===== src/core/aps_defines.vh =====
// constants for the alu status and call stack block
// assumes a single core clock and an 8-bit register port
// ====================================================================
`ifndef APS_DEFINES_VH
`define APS_DEFINES_VH
// ====================================================================
// register map
`define APS_ADDR_STATUS   8'h04
`define APS_ADDR_PTR0     8'h01
`define APS_ADDR_PTR1     8'h09
`define APS_ADDR_STACK    8'h0c
// ====================================================================
// status field positions and reset value
`define APS_BIT_CARRY     0
`define APS_BIT_NIBBLE    1
`define APS_BIT_ZERO      2
`define APS_BIT_WRAP      3
`define APS_STATUS_RESET  8'hf0
`define APS_PTR_RESET     8'h00
// ====================================================================
// pointer step codes and alu operations
`define APS_STEP_DEC      2'h0
`define APS_STEP_INC      2'h1
`define APS_OP_ADD        3'h0
`define APS_OP_SUB        3'h1
`define APS_OP_AND        3'h2
`define APS_OP_OR         3'h3
`define APS_OP_XOR        3'h4
`define APS_OP_RRC        3'h5
`define APS_OP_RLC        3'h6
`define APS_OP_PASS       3'h7
`endif


===== src/core/aps_core.v =====
// alu status register, indirect pointers and return stack
// assumes the execution logic pulses one operation per cycle
module aps_core
#(
	parameter PC_W = 16
)
(
	input  wire            CLK,
	input  wire            ARST_N,
	input  wire [7:0]      ADDR,
	input  wire [7:0]      WDATA,
	input  wire            WR,
	input  wire            RD,
	output reg  [7:0]      RDATA,
	input  wire            ALU_GO,
	input  wire [2:0]      ALU_OP,
	input  wire [7:0]      ALU_A,
	input  wire [7:0]      ALU_B,
	input  wire            ALU_DEST_STATUS,
	output reg  [7:0]      ALU_RESULT,
	input  wire            IND_ACCESS,
	input  wire            IND_SEL,
	output reg  [7:0]      IND_ADDR,
	input  wire            CALL,
	input  wire            INT_ACK,
	input  wire            RET,
	input  wire [PC_W-1:0] PC_IN,
	output reg  [PC_W-1:0] PC_OUT,
	output reg             PC_LOAD
);
`include "aps_defines.vh"
	// ================================================================
	// signals
	reg  [7:0]      status_reg;
	reg  [7:0]      status_next;
	reg  [7:0]      res;
	reg             c_out;
	reg             dc_out;
	reg             ov_out;
	reg  [8:0]      sum;
	reg  [4:0]      nib;
	reg  [7:0]      b_eff;
	reg             cin;
	wire [7:0]      ptr0;
	wire [7:0]      ptr1;
	wire [PC_W-1:0] top_data;
	wire            room;
	wire            push;
	wire            pop;
	wire            step0;
	wire            step1;
	wire            wr_p0;
	wire            wr_p1;

	// ================================================================
	// alu datapath
	// subtract adds the two's complement so carries become not-borrow
	always @*
	begin
		b_eff  = ALU_B;
		cin    = 1'b0;
		res    = 8'h00;
		c_out  = status_reg[`APS_BIT_CARRY];
		dc_out = status_reg[`APS_BIT_NIBBLE];
		ov_out = status_reg[`APS_BIT_WRAP];
		if (ALU_OP == `APS_OP_SUB)
		begin
			b_eff = ~ALU_B;
			cin   = 1'b1;
		end
		sum = {1'b0, ALU_A} + {1'b0, b_eff} + {8'h00, cin};
		nib = {1'b0, ALU_A[3:0]} + {1'b0, b_eff[3:0]} + {4'h0, cin};
		case (ALU_OP)
		`APS_OP_ADD, `APS_OP_SUB:
		begin
			res    = sum[7:0];
			// carry out of the top bit
			c_out  = sum[8];
			// carry out of the fourth bit
			dc_out = nib[4];
			ov_out = (ALU_A[7] == b_eff[7]) && (sum[7] != ALU_A[7]);
		end
		`APS_OP_AND: res = ALU_A & ALU_B;
		`APS_OP_OR:  res = ALU_A | ALU_B;
		`APS_OP_XOR: res = ALU_A ^ ALU_B;
		`APS_OP_RRC:
		begin
			res   = {status_reg[`APS_BIT_CARRY], ALU_A[7:1]};
			c_out = ALU_A[0];
		end
		`APS_OP_RLC:
		begin
			res   = {ALU_A[6:0], status_reg[`APS_BIT_CARRY]};
			c_out = ALU_A[7];
		end
		default: res = ALU_A;
		endcase
	end

	// ================================================================
	// status register update
	// flags from the alu take priority over software data
	always @*
	begin
		status_next = status_reg;
		if (WR && ADDR == `APS_ADDR_STATUS)
			status_next = WDATA;
		if (ALU_GO)
		begin
			if (ALU_DEST_STATUS)
				// store only upper bits, flags own low three
				status_next[7:3] = res[7:3];
			status_next[`APS_BIT_ZERO]   = (res == 8'h00);
			status_next[`APS_BIT_CARRY]  = c_out;
			status_next[`APS_BIT_NIBBLE] = dc_out;
			if (ALU_OP == `APS_OP_ADD || ALU_OP == `APS_OP_SUB)
				status_next[`APS_BIT_WRAP] = ov_out;
		end
	end

	// mode bits come up as ones
	always @(posedge CLK or negedge ARST_N)
	begin
		if (!ARST_N)
			status_reg <= `APS_STATUS_RESET;
		else
			status_reg <= status_next;
	end

	// ================================================================
	// indirect pointers
	assign step0 = IND_ACCESS && !IND_SEL;
	assign step1 = IND_ACCESS && IND_SEL;
	assign wr_p0 = WR && ADDR == `APS_ADDR_PTR0;
	assign wr_p1 = WR && ADDR == `APS_ADDR_PTR1;

	aps_ptr_step #(.WIDTH(8)) u_ptr0
	(
		.clk     (CLK),
		.arst_n  (ARST_N),
		.wr_en   (wr_p0),
		.wr_data (WDATA),
		.step    (step0),
		.mode    (status_reg[5:4]),
		.ptr_reg (ptr0)
	);

	aps_ptr_step #(.WIDTH(8)) u_ptr1
	(
		.clk     (CLK),
		.arst_n  (ARST_N),
		.wr_en   (wr_p1),
		.wr_data (WDATA),
		.step    (step1),
		.mode    (status_reg[7:6]),
		.ptr_reg (ptr1)
	);

	// ================================================================
	// return stack
	// push on call or vector
	assign push = CALL || INT_ACK;
	assign pop  = RET && !push;

	aps_ret_stack #(.DEPTH(16), .AW(4), .DW(PC_W)) u_stack
	(
		.clk       (CLK),
		.arst_n    (ARST_N),
		.push      (push),
		.pop       (pop),
		.push_data (PC_IN),
		.top_data  (top_data),
		.room_reg  (room)
	);

	// ================================================================
	// registered outputs
	// pc high latch is not touched here, only the pc
	always @(posedge CLK or negedge ARST_N)
	begin
		if (!ARST_N)
		begin
			RDATA      <= 8'h00;
			ALU_RESULT <= 8'h00;
			IND_ADDR   <= 8'h00;
			PC_OUT     <= {PC_W{1'b0}};
			PC_LOAD    <= 1'b0;
		end
		else
		begin
			PC_LOAD <= pop;
			if (pop)
				PC_OUT <= top_data;
			if (ALU_GO)
				ALU_RESULT <= res;
			IND_ADDR <= IND_SEL ? ptr1 : ptr0;
			RDATA <= 8'h00;
			if (RD)
			begin
				case (ADDR)
				`APS_ADDR_STATUS: RDATA <= status_reg;
				`APS_ADDR_PTR0:   RDATA <= ptr0;
				`APS_ADDR_PTR1:   RDATA <= ptr1;
				`APS_ADDR_STACK:  RDATA <= {7'h00, room};
				default:          RDATA <= 8'h00;
				endcase
			end
		end
	end
endmodule // aps_core


===== src/core/aps_ptr_step.v =====
// one indirect pointer with post-access step by a two-bit mode
// assumes the caller only pulses step on an indirect access
module aps_ptr_step
#(
	parameter WIDTH = 8
)
(
	input  wire             clk,
	input  wire             arst_n,
	input  wire             wr_en,
	input  wire [WIDTH-1:0] wr_data,
	input  wire             step,
	input  wire [1:0]       mode,
	output reg  [WIDTH-1:0] ptr_reg
);
`include "aps_defines.vh"
	reg [WIDTH-1:0] ptr_next;

	// a direct write wins over the post-access step
	always @*
	begin
		ptr_next = ptr_reg;
		if (wr_en)
			ptr_next = wr_data;
		else if (step && mode == `APS_STEP_DEC)
			ptr_next = ptr_reg - {{(WIDTH-1){1'b0}}, 1'b1};
		else if (step && mode == `APS_STEP_INC)
			ptr_next = ptr_reg + {{(WIDTH-1){1'b0}}, 1'b1};
	end

	always @(posedge clk or negedge arst_n)
	begin
		if (!arst_n)
			ptr_reg <= `APS_PTR_RESET;
		else
			ptr_reg <= ptr_next;
	end
endmodule // aps_ptr_step


===== src/core/aps_ret_stack.v =====
// circular return stack with room flag that sticks low after a push at Fh or an early pop
// assumes push and pop never come in the same cycle
module aps_ret_stack
#(
	parameter DEPTH = 16,
	parameter AW    = 4,
	parameter DW    = 16
)
(
	input  wire          clk,
	input  wire          arst_n,
	input  wire          push,
	input  wire          pop,
	input  wire [DW-1:0] push_data,
	output wire [DW-1:0] top_data,
	output reg           room_reg
);
	reg [DW-1:0] mem [0:DEPTH-1];
	reg [AW-1:0] sp_reg;
	reg          lock_reg;
	reg          popped_first_reg;
	reg          seen_op_reg;
	wire [AW-1:0] sp_dec;
	wire [AW-1:0] last_idx;

	assign sp_dec   = sp_reg - {{(AW-1){1'b0}}, 1'b1};
	assign last_idx = {AW{1'b1}};
	// top of stack is the slot just below the stack pointer
	assign top_data = mem[sp_dec];

	// push simply overwrites the oldest slot on wrap
	always @(posedge clk)
	begin
		if (push)
			mem[sp_reg] <= push_data;
	end

	always @(posedge clk or negedge arst_n)
	begin
		if (!arst_n)
		begin
			sp_reg           <= {AW{1'b0}};
			room_reg         <= 1'b1;
			lock_reg         <= 1'b0;
			popped_first_reg <= 1'b0;
			seen_op_reg      <= 1'b0;
		end
		else
		begin
			if (push || pop)
				seen_op_reg <= 1'b1;
			if (pop && !seen_op_reg)
				popped_first_reg <= 1'b1;
			if (push)
				sp_reg <= sp_reg + {{(AW-1){1'b0}}, 1'b1};
			else if (pop)
				sp_reg <= sp_dec;
			// early pop then push locks too
			if ((push && sp_reg == last_idx) ||
			    (push && popped_first_reg))
				lock_reg <= 1'b1;
			// clear when pointer lands on Fh
			if (push && sp_reg == last_idx - {{(AW-1){1'b0}}, 1'b1})
				room_reg <= 1'b0;
			else if (pop && sp_reg == {AW{1'b0}})
				room_reg <= 1'b0;
			else if (lock_reg || popped_first_reg)
				room_reg <= 1'b0;
			else if ((push || pop) && sp_reg != last_idx)
				room_reg <= 1'b1;
		end
	end
endmodule // aps_ret_stack


===== config.mk =====
export PLATFORM = sky130hd
export DESIGN_NAME = aps_core
export DESIGN_NICKNAME = d
export VERILOG_FILES = /design/src/core/aps_core.v /design/src/core/aps_ptr_step.v /design/src/core/aps_ret_stack.v
export VERILOG_INCLUDE_DIRS = /design/src /design/src/core
export SDC_FILE = /design/constraint.sdc
export NUM_CORES = 1
export LEC_CHECK = 0
export BUFFER_PORTS_ARGS = -buffer_cell sky130_fd_sc_hd__buf_2
export CORE_MARGIN = 2
export CORE_UTILIZATION = 50
export CTS_BUF_LIST = sky130_fd_sc_hd__clkbuf_2 sky130_fd_sc_hd__clkbuf_4 sky130_fd_sc_hd__clkbuf_8
export DETAILED_ROUTE_END_ITERATION = 8
export MAX_ROUTING_LAYER = met4
export PLACE_DENSITY_LB_ADDON = 0.08
export SYNTH_ARGS = -nofsm -noshare
export SYNTH_HDL_FRONTEND = slang
export SYNTH_SLANG_ARGS = --single-unit

===== constraint.sdc =====
create_clock -name CLK -period 3.3 [get_ports CLK]
set_input_delay 0.165 -clock CLK [delete_from_list [all_inputs] [get_ports CLK]]
set_output_delay 0.165 -clock CLK [all_outputs]
set_load 0.1 [all_outputs]

* After elaboration in Yosys (flattened, before gate mapping) *
Memory sizes are Yosys's and may differ from the RTL's. A register that Yosys moved wholly into a read port is not among the register bits.
Cells that the tools add are included.

cells by class
  add/subtract/negate cells = 10
  eq/ne operators = 20
  mux-type cells = 27
  bitwise operators = 4
  reductions and logical operators = 39

operator list
  operator               number
  $mux W8                11
  $pmux W8 S6            1
  $pmux W8 S4            1
  $logic_and A1 B1 Y1    17
  $add A8 B1 Y8 const B  2
  $eq A8 B4 Y1 const B   2
  $sub A8 B1 Y8 const B  2
  $mux W1                10
  $add A8 B8 Y9          1
  $add A9 B1 Y9          1
  $eq A3 B3 Y1 const B   3
  $and A8 B8 Y8          1
  $eq A4 B4 Y1 const B   2
  $eq A8 B1 Y1 const B   1
  $eq A8 B3 Y1 const B   1
  $logic_not A8 Y1       1
  $mux W4                2
  $not A8 Y8             1
  $or A8 B8 Y8           1
  $xor A8 B8 Y8          1
  $eq A3 B2 Y1 const B   2
  $reduce_bool A3 Y1     2
  $add A4 B4 Y5          1
  $add A5 B1 Y5          1
  21 further kinds       32

word-level totals
  flip-flop bits (word level) = 57
  RAM bits = 256
  input bits = 62
  output and inout port bits = 41
  word-level logic and storage cells = 117
  memories kept = 1

memories
  memory       depth  width  read ports  clocked after memory_dff  write ports  line                RTL
  u_stack.mem  16     16     1           1                         1            aps_ret_stack.v:18  reg [DW-1:0] mem [0:DEPTH-1];

* Logic depth before layout (Yosys ltp) *
Gate-level depths: netlist (run 1).

  depth in word-level cells = 9
  gate-level depth with buffers = 14
  mapped depth without buffers = 13

* Cells and area by module *
A second synthesis (run 1) with hierarchy kept.

unflattened totals
  cells, all modules = 993
  area total of the unflattened synthesis = 15260.9 um^2

modules (own cells, without submodules)
  module                  times used  cells each  area each (um^2)  sequential area each (um^2)
  aps_ret_stack           1           487         10487.6           7888.8
  aps_core                1           334         3357.0            1231.2
  aps_ptr_step at u_ptr0  1           88          716.9             200.2
  aps_ptr_step at u_ptr1  1           84          699.4             200.2

* Worst setup path before layout (run 1) *
OpenSTA, ideal clock, no wires.

  kind = register to register
  from = reg status_reg[5]
  to = reg u_ptr0.ptr_reg[7]
  library setup time = 66 ps
  data arrival time = 3030 ps
  data required time = 3234 ps
  setup slack = 203 ps
  cell stages (with the launch flop) = 14
  clock period less this slack = 3097 ps
  cell sequence = dfstp_2 -> nor2_1 -> nand2_1 -> clkbuf_1 -> or2_2 -> inv_1 -> ha_1 -> a21o_1 -> a21oi_1 -> o21ai_0 -> a2111oi_0 -> o2111ai_1 -> and3_1 -> nand2_1

between the ends
  word-level cells in the longest chain between the ends = 4
  elaborated cells on any way between the ends = 7
  classes of those cells = 1 x eq/ne; 2 x mux; 4 x reduce/logical

ends and longest elaborated chain
  item                                  line               RTL
  start, declared                       aps_core.v:34      reg [7:0] status_reg;
  start signal, assigned                aps_core.v:125     status_reg <= `APS_STATUS_RESET;
  start signal, assigned                aps_core.v:127     status_reg <= status_next;
  $logic_not A2 Y1 (no source line)     --
  $logic_and A1 B1 Y1 (no source line)  --
  $mux W8                               aps_ptr_step.v:25  else if (step && mode == `APS_STEP_DEC)
  $mux W8                               aps_ptr_step.v:23  if (wr_en)
  end signal, assigned                  aps_ptr_step.v:34  ptr_reg <= `APS_PTR_RESET;
  end signal, assigned                  aps_ptr_step.v:36  ptr_reg <= ptr_next;
  end, declared                         aps_ptr_step.v:14  output reg [WIDTH-1:0] ptr_reg

Several ways; a longest one is shown, not always the timed one.
A chain may end at the register's enable or synchronous reset.

* Final worst setup path (run 1) *
Ends and elaborated chain as after synthesis.

==> reports/results.tsv, run 1 <==
stage	metric	value	unit
synthesis	Post-synth EDFFs	256	
placed_design	DP Wirelength	21600	um
timing	Final Hold Fails	0	
cells_and_area	Util after Layout	58.9	%
critical_path	crit path cell chain	nor2_1, nand2_1, or2_2, inv_1, ha_1, a21o_1, a21oi_1, o21ai_0, a2111oi_0, buf_4, o2111ai_1, and3_1, nand2_1	
drt	Via-to-Cell Ratio	5.59	
grt	vias in the first global route	8972	
synthesis	top post-synthesis cells by area	edfxtp_1, dfrtp_1, mux4_2	
synthesis	Mapped Avg Cell Area	15.2	um^2
timing	Clock Skews	32.4	ps
status	status	finished clean	
placed_design	DP Cell Count	1461	
drt	initial DRC count	701	
synthesis	Commonest cells post-synth	edfxtp_1, nor2_1, dfrtp_1	
critical_path	path type of the worst setup path	flop to flop	
timing	worst hold margin	42.0	ps
critical_path	kind of end point of the critical path	flop	
critical_path	WP data arrival	3350	ps
synthesis	flops & latches, synth	329	
synthesis	async set or reset register ratio after synthesis	22.2	%
pwr	switching share of power	37.6	%
cells_and_area	Layout Cells excl Fill	1588	
pwr	register share of total power	36.8	%
grt	first-pass GRT wire length	52100	um
cells_and_area	synthesis-to-finish area growth	16.9	%
drt	Vias	8876	
grt	Tot GR Track Use	22.9	%
critical_path	Buf/Inv on CP	2	
clocking	CTS tree	yes	
synthesis	Syn Nets	1082	
synthesis	Yosys top cell by area	edfxtp_1	
floorplan	Vert. Die Dim	176	um
grt	initial antenna violation count	0	
clocking	hold buffer count at cts	31	
clocking	clock-pin slew on the worst setup and hold paths	60	ps
cells_and_area	most flop-heavy register	u_stack.mem	
clocking	clk_lat worst skew	590	ps
timing	Slew Viols, Final	0	
timing	Rel. slew slack	42.5	%
synthesis	post-synthesis instance total	975	
critical_path	startpoint types	flop	
cells_and_area	Top Registers	u_stack.mem x256, PC_OUT x16	
synthesis	Distinct cells, synth	69	
drt	DRT Wirelength	33800	um
floorplan	Die W	176	um
critical_path	cell repeated most along the worst path	nand2_1	
clocking	Post-CTS Repair Setup Buffers	0	
drt	1st-pass router iterations	6	
drt	Antenna Violating Nets Remaining	0	
cells_and_area	Ant. Diodes	0	
floorplan	core box area	0.0294	mm^2
critical_path	Crit. Startpoint	status_reg[5]	
critical_path	max incr delay on CP	450	ps
clocking	post-CTS resize count	0	
clocking	Max Root-Sink Buffers	3	
worst_hold_path	worst min path class	primary input to flop	
critical_path	Crit path max-delay family	compound AO/OA/AOI/OAI gates	
grt	pin count of the biggest net entering global routing	58	
timing	RSZ-0062 raised after global routing	false	
timing	Fin Setup TNS	0	ps
timing	final worst path period share	86.1	%
pwr	clock power share	22.1	%
cells_and_area	number of flip-flops in the largest register	256	
synthesis	most frequent cell after synthesis	edfxtp_1	
floorplan	# rows	63	
pwr	Pleak	6.59	nW
timing	minimum clock period	2840	ps
grt	grt ovf	0	
drt	Routed wire per std cell	21.3	um
timing	worst slew pin tran	862	ps
synthesis	top-area cell type share of the netlist area	51.9	%
critical_path	worst path required time	3810	ps
pwr	VDD IR-drop max	562	uV
clocking	clock buffer count from CTS	52	
synthesis	Seq/Total Area, Yosys	64.3	%
timing	# setup viols final	0	
critical_path	Worst R2R Start	status_reg[5]	
critical_path	crit path max fanout	6	
floorplan	I/O Pins	103	
run	max cap viols	0	
clocking	Root Driver	clkbuf_8	
placed_design	placer's final routability congestion estimate	0.850	
clocking	CTS Sinks	329	
critical_path	CP max stage cell	a2111oi_0	
pwr	Logic pwr share	41.1	%
synthesis	Primary FF master, synth	edfxtp_1	
floorplan	Initial Utilization	50.4	%
floorplan	DIE AREA	0.0310	mm^2
timing	Max Clock Freq	352	MHz
cells_and_area	Nets	1263	
drt	# DRC	0	
pwr	Switch Pwr	5.71	mW
pwr	Pint	9.49	mW
placed_design	port bufs	102	
worst_hold_path	hold wc startpoint	WR	
synthesis	Post-Syn Area	0.0148	mm^2
synthesis	Yosys warning count	0	
clocking	CTS H-tree lvls	2	
cells_and_area	layout cells sized above 1	29.0	%
pwr	Power Density	878	mW/mm^2
[power by group through the flow]
| stage | combinational [mW] | sequential [mW] | clock (mW) |
|---|---|---|---|
| global placement | 6.29 | 5.65 | 0 |
| global route | 6.72 | 5.66 | 3.67 |
| CTS | 6.36 | 5.59 | 3.46 |
| detailed placement | 6.31 | 5.67 | 0 |
| floorplan | 3.60 | 6.57 | 0 |
| finish | 6.25 | 5.59 | 3.36 |
[cell usage in the layout (no fill, tap or decap), types with 7 or more instances in the layout]
master         synthesis  routed
inv_1                 37      37
mux2_2                31      31
edfxtp_1             256     256
nor2b_1               11      11
nor3_1                12      12
clkbuf_8               0      53
o21ai_0               35      35
buf_2                 11     101
nor2_1                69      68
clkbuf_4               0      27
clkinv_2               0       7
xnor2_1               22      21
a21oi_1               64      64
mux2i_1               31      31
and2_1                14      14
a31oi_1                7       7
nand3_1               10      10
o21ai_1                7       7
o21a_1                 8       8
mux4_2                64      64
buf_4                  1      35
dlygate4sd3_1          0      31
and3_1                11      11
ha_1                  42      41
nand2_1               45      45
a222oi_1               7       7
dfrtp_1               68      67
[metrics by stage]
stage,power [mW],setup WS [ps],cell area [um^2]
final,15.2,459,17300
after global routing,16.0,174,17300
after CTS,15.4,465,17300
after detailed placement,12.0,329,16000
after global placement,11.9,356,16000
after floorplan,10.2,203,14800
[cell families (layout without fill, tap and decap cells)]
| group | count (synthesis) | after routing | share of synthesized area (%) |
|---|---|---|---|
| buf+inv | 80 | 303 | 2.20 |
| flops | 329 | 329 | 64.3 |
| simple gates | 205 | 205 | 7.04 |
| xor+xnor | 25 | 25 | 1.48 |
| fa+ha+maj | 45 | 45 | 3.95 |
| compound gates | 165 | 165 | 6.84 |
| mux | 126 | 126 | 14.2 |
[layer usage]
| metal | GRT usage [%] | vias up | share of wire (%) | routed length (um) |
|---|---|---|---|---|
| li1 | - | 4134 | - | - |
| met1 | 31.0 | 4479 | 45 | 15200 |
| met2 | 37.2 | 229 | 49 | 16500 |
| met3 | 3.38 | 34 | 4.9 | 1660 |
| met4 | 5.13 | 0 | 1.3 | 442 |
| met5 | - | - | 0 | 0 |
[layout make-up]
type | count | area, um^2
fill | 2313 | 12100
sequential | 329 | 9520
multi-input combinational | 566 | 4990
timing repair buffer | 170 | 1140
clock buffer | 80 | 932
tap | 390 | 488
inverter | 37 | 139
clock inverter | 16 | 97.6
[worst min-delay path, stage by stage]
cell	delay, ps
buf_2	170
nand3_1	90
nand3_1	70
o21a_1	100
[path summary, 6_finish.rpt]
path                                                  to  slack, ps  cells past startpoint
worst max-delay path                   u_ptr0.ptr_reg[7]        460                     13
worst min-delay path                       status_reg[7]         40                      4
worst max register to register         u_ptr0.ptr_reg[7]        460                     13
worst min register to register  u_stack.popped_first_reg        460                      1
max in group asynchronous                  status_reg[7]       2250                      3
min in group asynchronous                  ALU_RESULT[0]        220                      2
No activity file was read; power rests on OpenSTA's default activity.
==> run 2, diff against run 1 <==
CORE_UTILIZATION = 35   (was 50)
clock period = 3.21 ns   (was 3.3 ns; I/O delays follow)
==> run 2 against run 1 <==
Power grew 7.3%. Via count grew 0.41%. Clock skew shrank 11 ps. Sequential power grew 3%. Worst hold slack gained 32 ps. Sequential share of layout area shrank 1.5 points. Critical path type is now primary input to flop. Critical endpoint is now status_reg[2]. Largest power group unchanged.
==> reports/results.tsv, run 2 (synthesis results as in run 1) <==
stage	metric	value	unit
drt	DRT Wirelength	37300	um
placed_design	DP Cell Count	1619	
clocking	Max Root-Sink Buffers	3	
timing	Max Clock Freq	344	MHz
clocking	hold buffer count at cts	39	
cells_and_area	most common cell after layout, fill and taps aside	edfxtp_1	
grt	initial antenna violation count	0	
placed_design	port bufs	102	
cells_and_area	layout filler cell count	3863	
cells_and_area	layout cells sized above 1	29.5	%
clocking	CTS Sinks	329	
critical_path	worst path required time	3730	ps
floorplan	Die W	210	um
drt	# DRC	0	
critical_path	Buf/Inv on CP	4	
critical_path	CP max stage cell	dlygate4sd3_1	
floorplan	Initial Utilization	35.4	%
cells_and_area	number of flip-flops in the largest register	256	
floorplan	# rows	75	
drt	Routed wire per std cell	21.2	um
placed_design	DP Wirelength	24300	um
grt	grt ovf	0	
drt	1st-pass router iterations	6	
timing	Rel. slew slack	39.4	%
run	max cap viols	0	
timing	Final Hold Fails	0	
critical_path	crit path max fanout	8	
timing	final worst path period share	90.7	%
drt	initial DRC count	781	
status	status	finished clean	
floorplan	DIE AREA	0.0440	mm^2
pwr	Power Density	916	mW/mm^2
floorplan	core box area	0.0419	mm^2
floorplan	Vert. Die Dim	210	um
clocking	CTS tree	yes	
critical_path	Worst R2R Start	status_reg[5]	
timing	Clock Skews	21.7	ps
floorplan	I/O Pins	103	
critical_path	kind of end point of the critical path	flop	
cells_and_area	Ant. Diodes	0	
timing	Fin Setup TNS	0	ps
clocking	clk_lat worst skew	630	ps
clocking	CTS H-tree lvls	2	
timing	minimum clock period	2910	ps
timing	# setup viols final	0	
critical_path	Crit path max-delay family	compound AO/OA/AOI/OAI gates	
critical_path	startpoint types	primary input	
cells_and_area	most frequent cells in the layout	edfxtp_1, buf_2, nor2_1, dfrtp_1	
drt	Antenna Violating Nets Remaining	0	
pwr	VDD IR-drop max	562	uV
grt	Tot GR Track Use	18.0	%
critical_path	path type of the worst setup path	primary input to flop	
timing	RSZ-0062 raised after global routing	false	
placed_design	placer's final routability congestion estimate	0.825	
pwr	Pleak	6.74	nW
clocking	Root Driver	clkbuf_8	
drt	Via-to-Cell Ratio	5.06	
cells_and_area	most flop-heavy register	u_stack.mem	
timing	worst hold margin	74.0	ps
cells_and_area	Util after Layout	42.5	%
clocking	clock-pin slew on the worst setup and hold paths	70	ps
timing	Slew Viols, Final	0	
cells_and_area	Top Registers	u_stack.mem x256, PC_OUT x16	
cells_and_area	Layout Cells excl Fill	1762	
grt	first-pass GRT wire length	57500	um
critical_path	max incr delay on CP	530	ps
critical_path	cell repeated most along the worst path	nor2_1	
critical_path	WP data arrival	3430	ps
worst_hold_path	worst min path class	primary input to async pin	
clocking	clock buffer count from CTS	56	
grt	vias in the first global route	9451	
timing	worst slew pin tran	904	ps
cells_and_area	synthesis-to-finish area growth	20.3	%
drt	Vias	8912	
critical_path	Crit. Startpoint	ALU_OP[1]	
clocking	post-CTS resize count	0	
critical_path	crit path cell chain	dlygate4sd3_1, buf_2, inv_1, nand2_1, nor2_1, buf_4, xnor2_1, ha_1, a31o_2, a221oi_1, a211oi_1, mux2i_1, a21oi_1, nor2_1, o32ai_1	
cells_and_area	Nets	1284	
clocking	Post-CTS Repair Setup Buffers	0	
grt	pin count of the biggest net entering global routing	52	
## run 2: cell count changes in the layout (fill, tap and decap cells not counted), moves of 2 or more
cell	before	now
clkinv_2	7	3
buf_4	35	44
bufinv_16	0	2
dlygate4sd3_1	31	39
clkbuf_8	53	61
clkinv_1	6	10
## run 2: cell type report
| type | count | area [um^2] | share of cell area [%] |
|---|---|---|---|
| clock buffer | 87 | 1030 | 5.81 |
| clock inverter | 17 | 145 | 0.815 |
| inverter | 37 | 139 | 0.780 |
| multi-input combinational | 566 | 5000 | 28.1 |
| sequential | 329 | 9520 | 53.5 |
| tap | 539 | 674 | 3.79 |
| timing repair buffer | 187 | 1290 | 7.22 |
## run 2: through the flow
stage | worst slack (ps) | area [um^2] | power, mW
2_1_floorplan | 113 | 14800 | 10.5
3_3_place_gp | 216 | 16200 | 12.6
3_5_place_dp | 192 | 16200 | 12.6
4_1_cts | 338 | 17800 | 16.7
5_1_grt | 34.0 | 17800 | 17.3
6_report | 299 | 17800 | 16.3
## run 2: worst reg2reg max path: stages (launching register included)
cell	delay, ps
dfstp_2	380
nor2_1	80
nand2_1	70
or2_2	290
inv_1	180
ha_1	270
a21o_1	180
a21oi_1	200
o21ai_0	130
a2111oi_0	440
buf_4	200
o2111ai_1	110
and3_1	190
nand2_1	50
## run 2: power breakdown
group	switching (mW)	internal, mW	total [mW]
Combinational	4.01	2.63	6.64
Clock	1.70	2.22	3.92
Sequential	0.365	5.38	5.75
## run 2: final timing paths
kind,depth (start not counted),end,slack (ps)
max in group asynchronous,3,status_reg[5],2290
min reg2reg,1,u_stack.popped_first_reg,450
max reg2reg,13,u_ptr0.ptr_reg[7],400
min in group CLK,5,RDATA[0],90
max,15,status_reg[2],300
min,2,status_reg[2],70
## run 2: routing by layer
layer,vias to the layer above,share of wire (%),track usage (%)
li1,4165,-,-
met1,4457,44,23.2
met2,218,49,29.0
met3,72,4.7,3.35
met4,0,2.5,5.53
met5,-,0,-
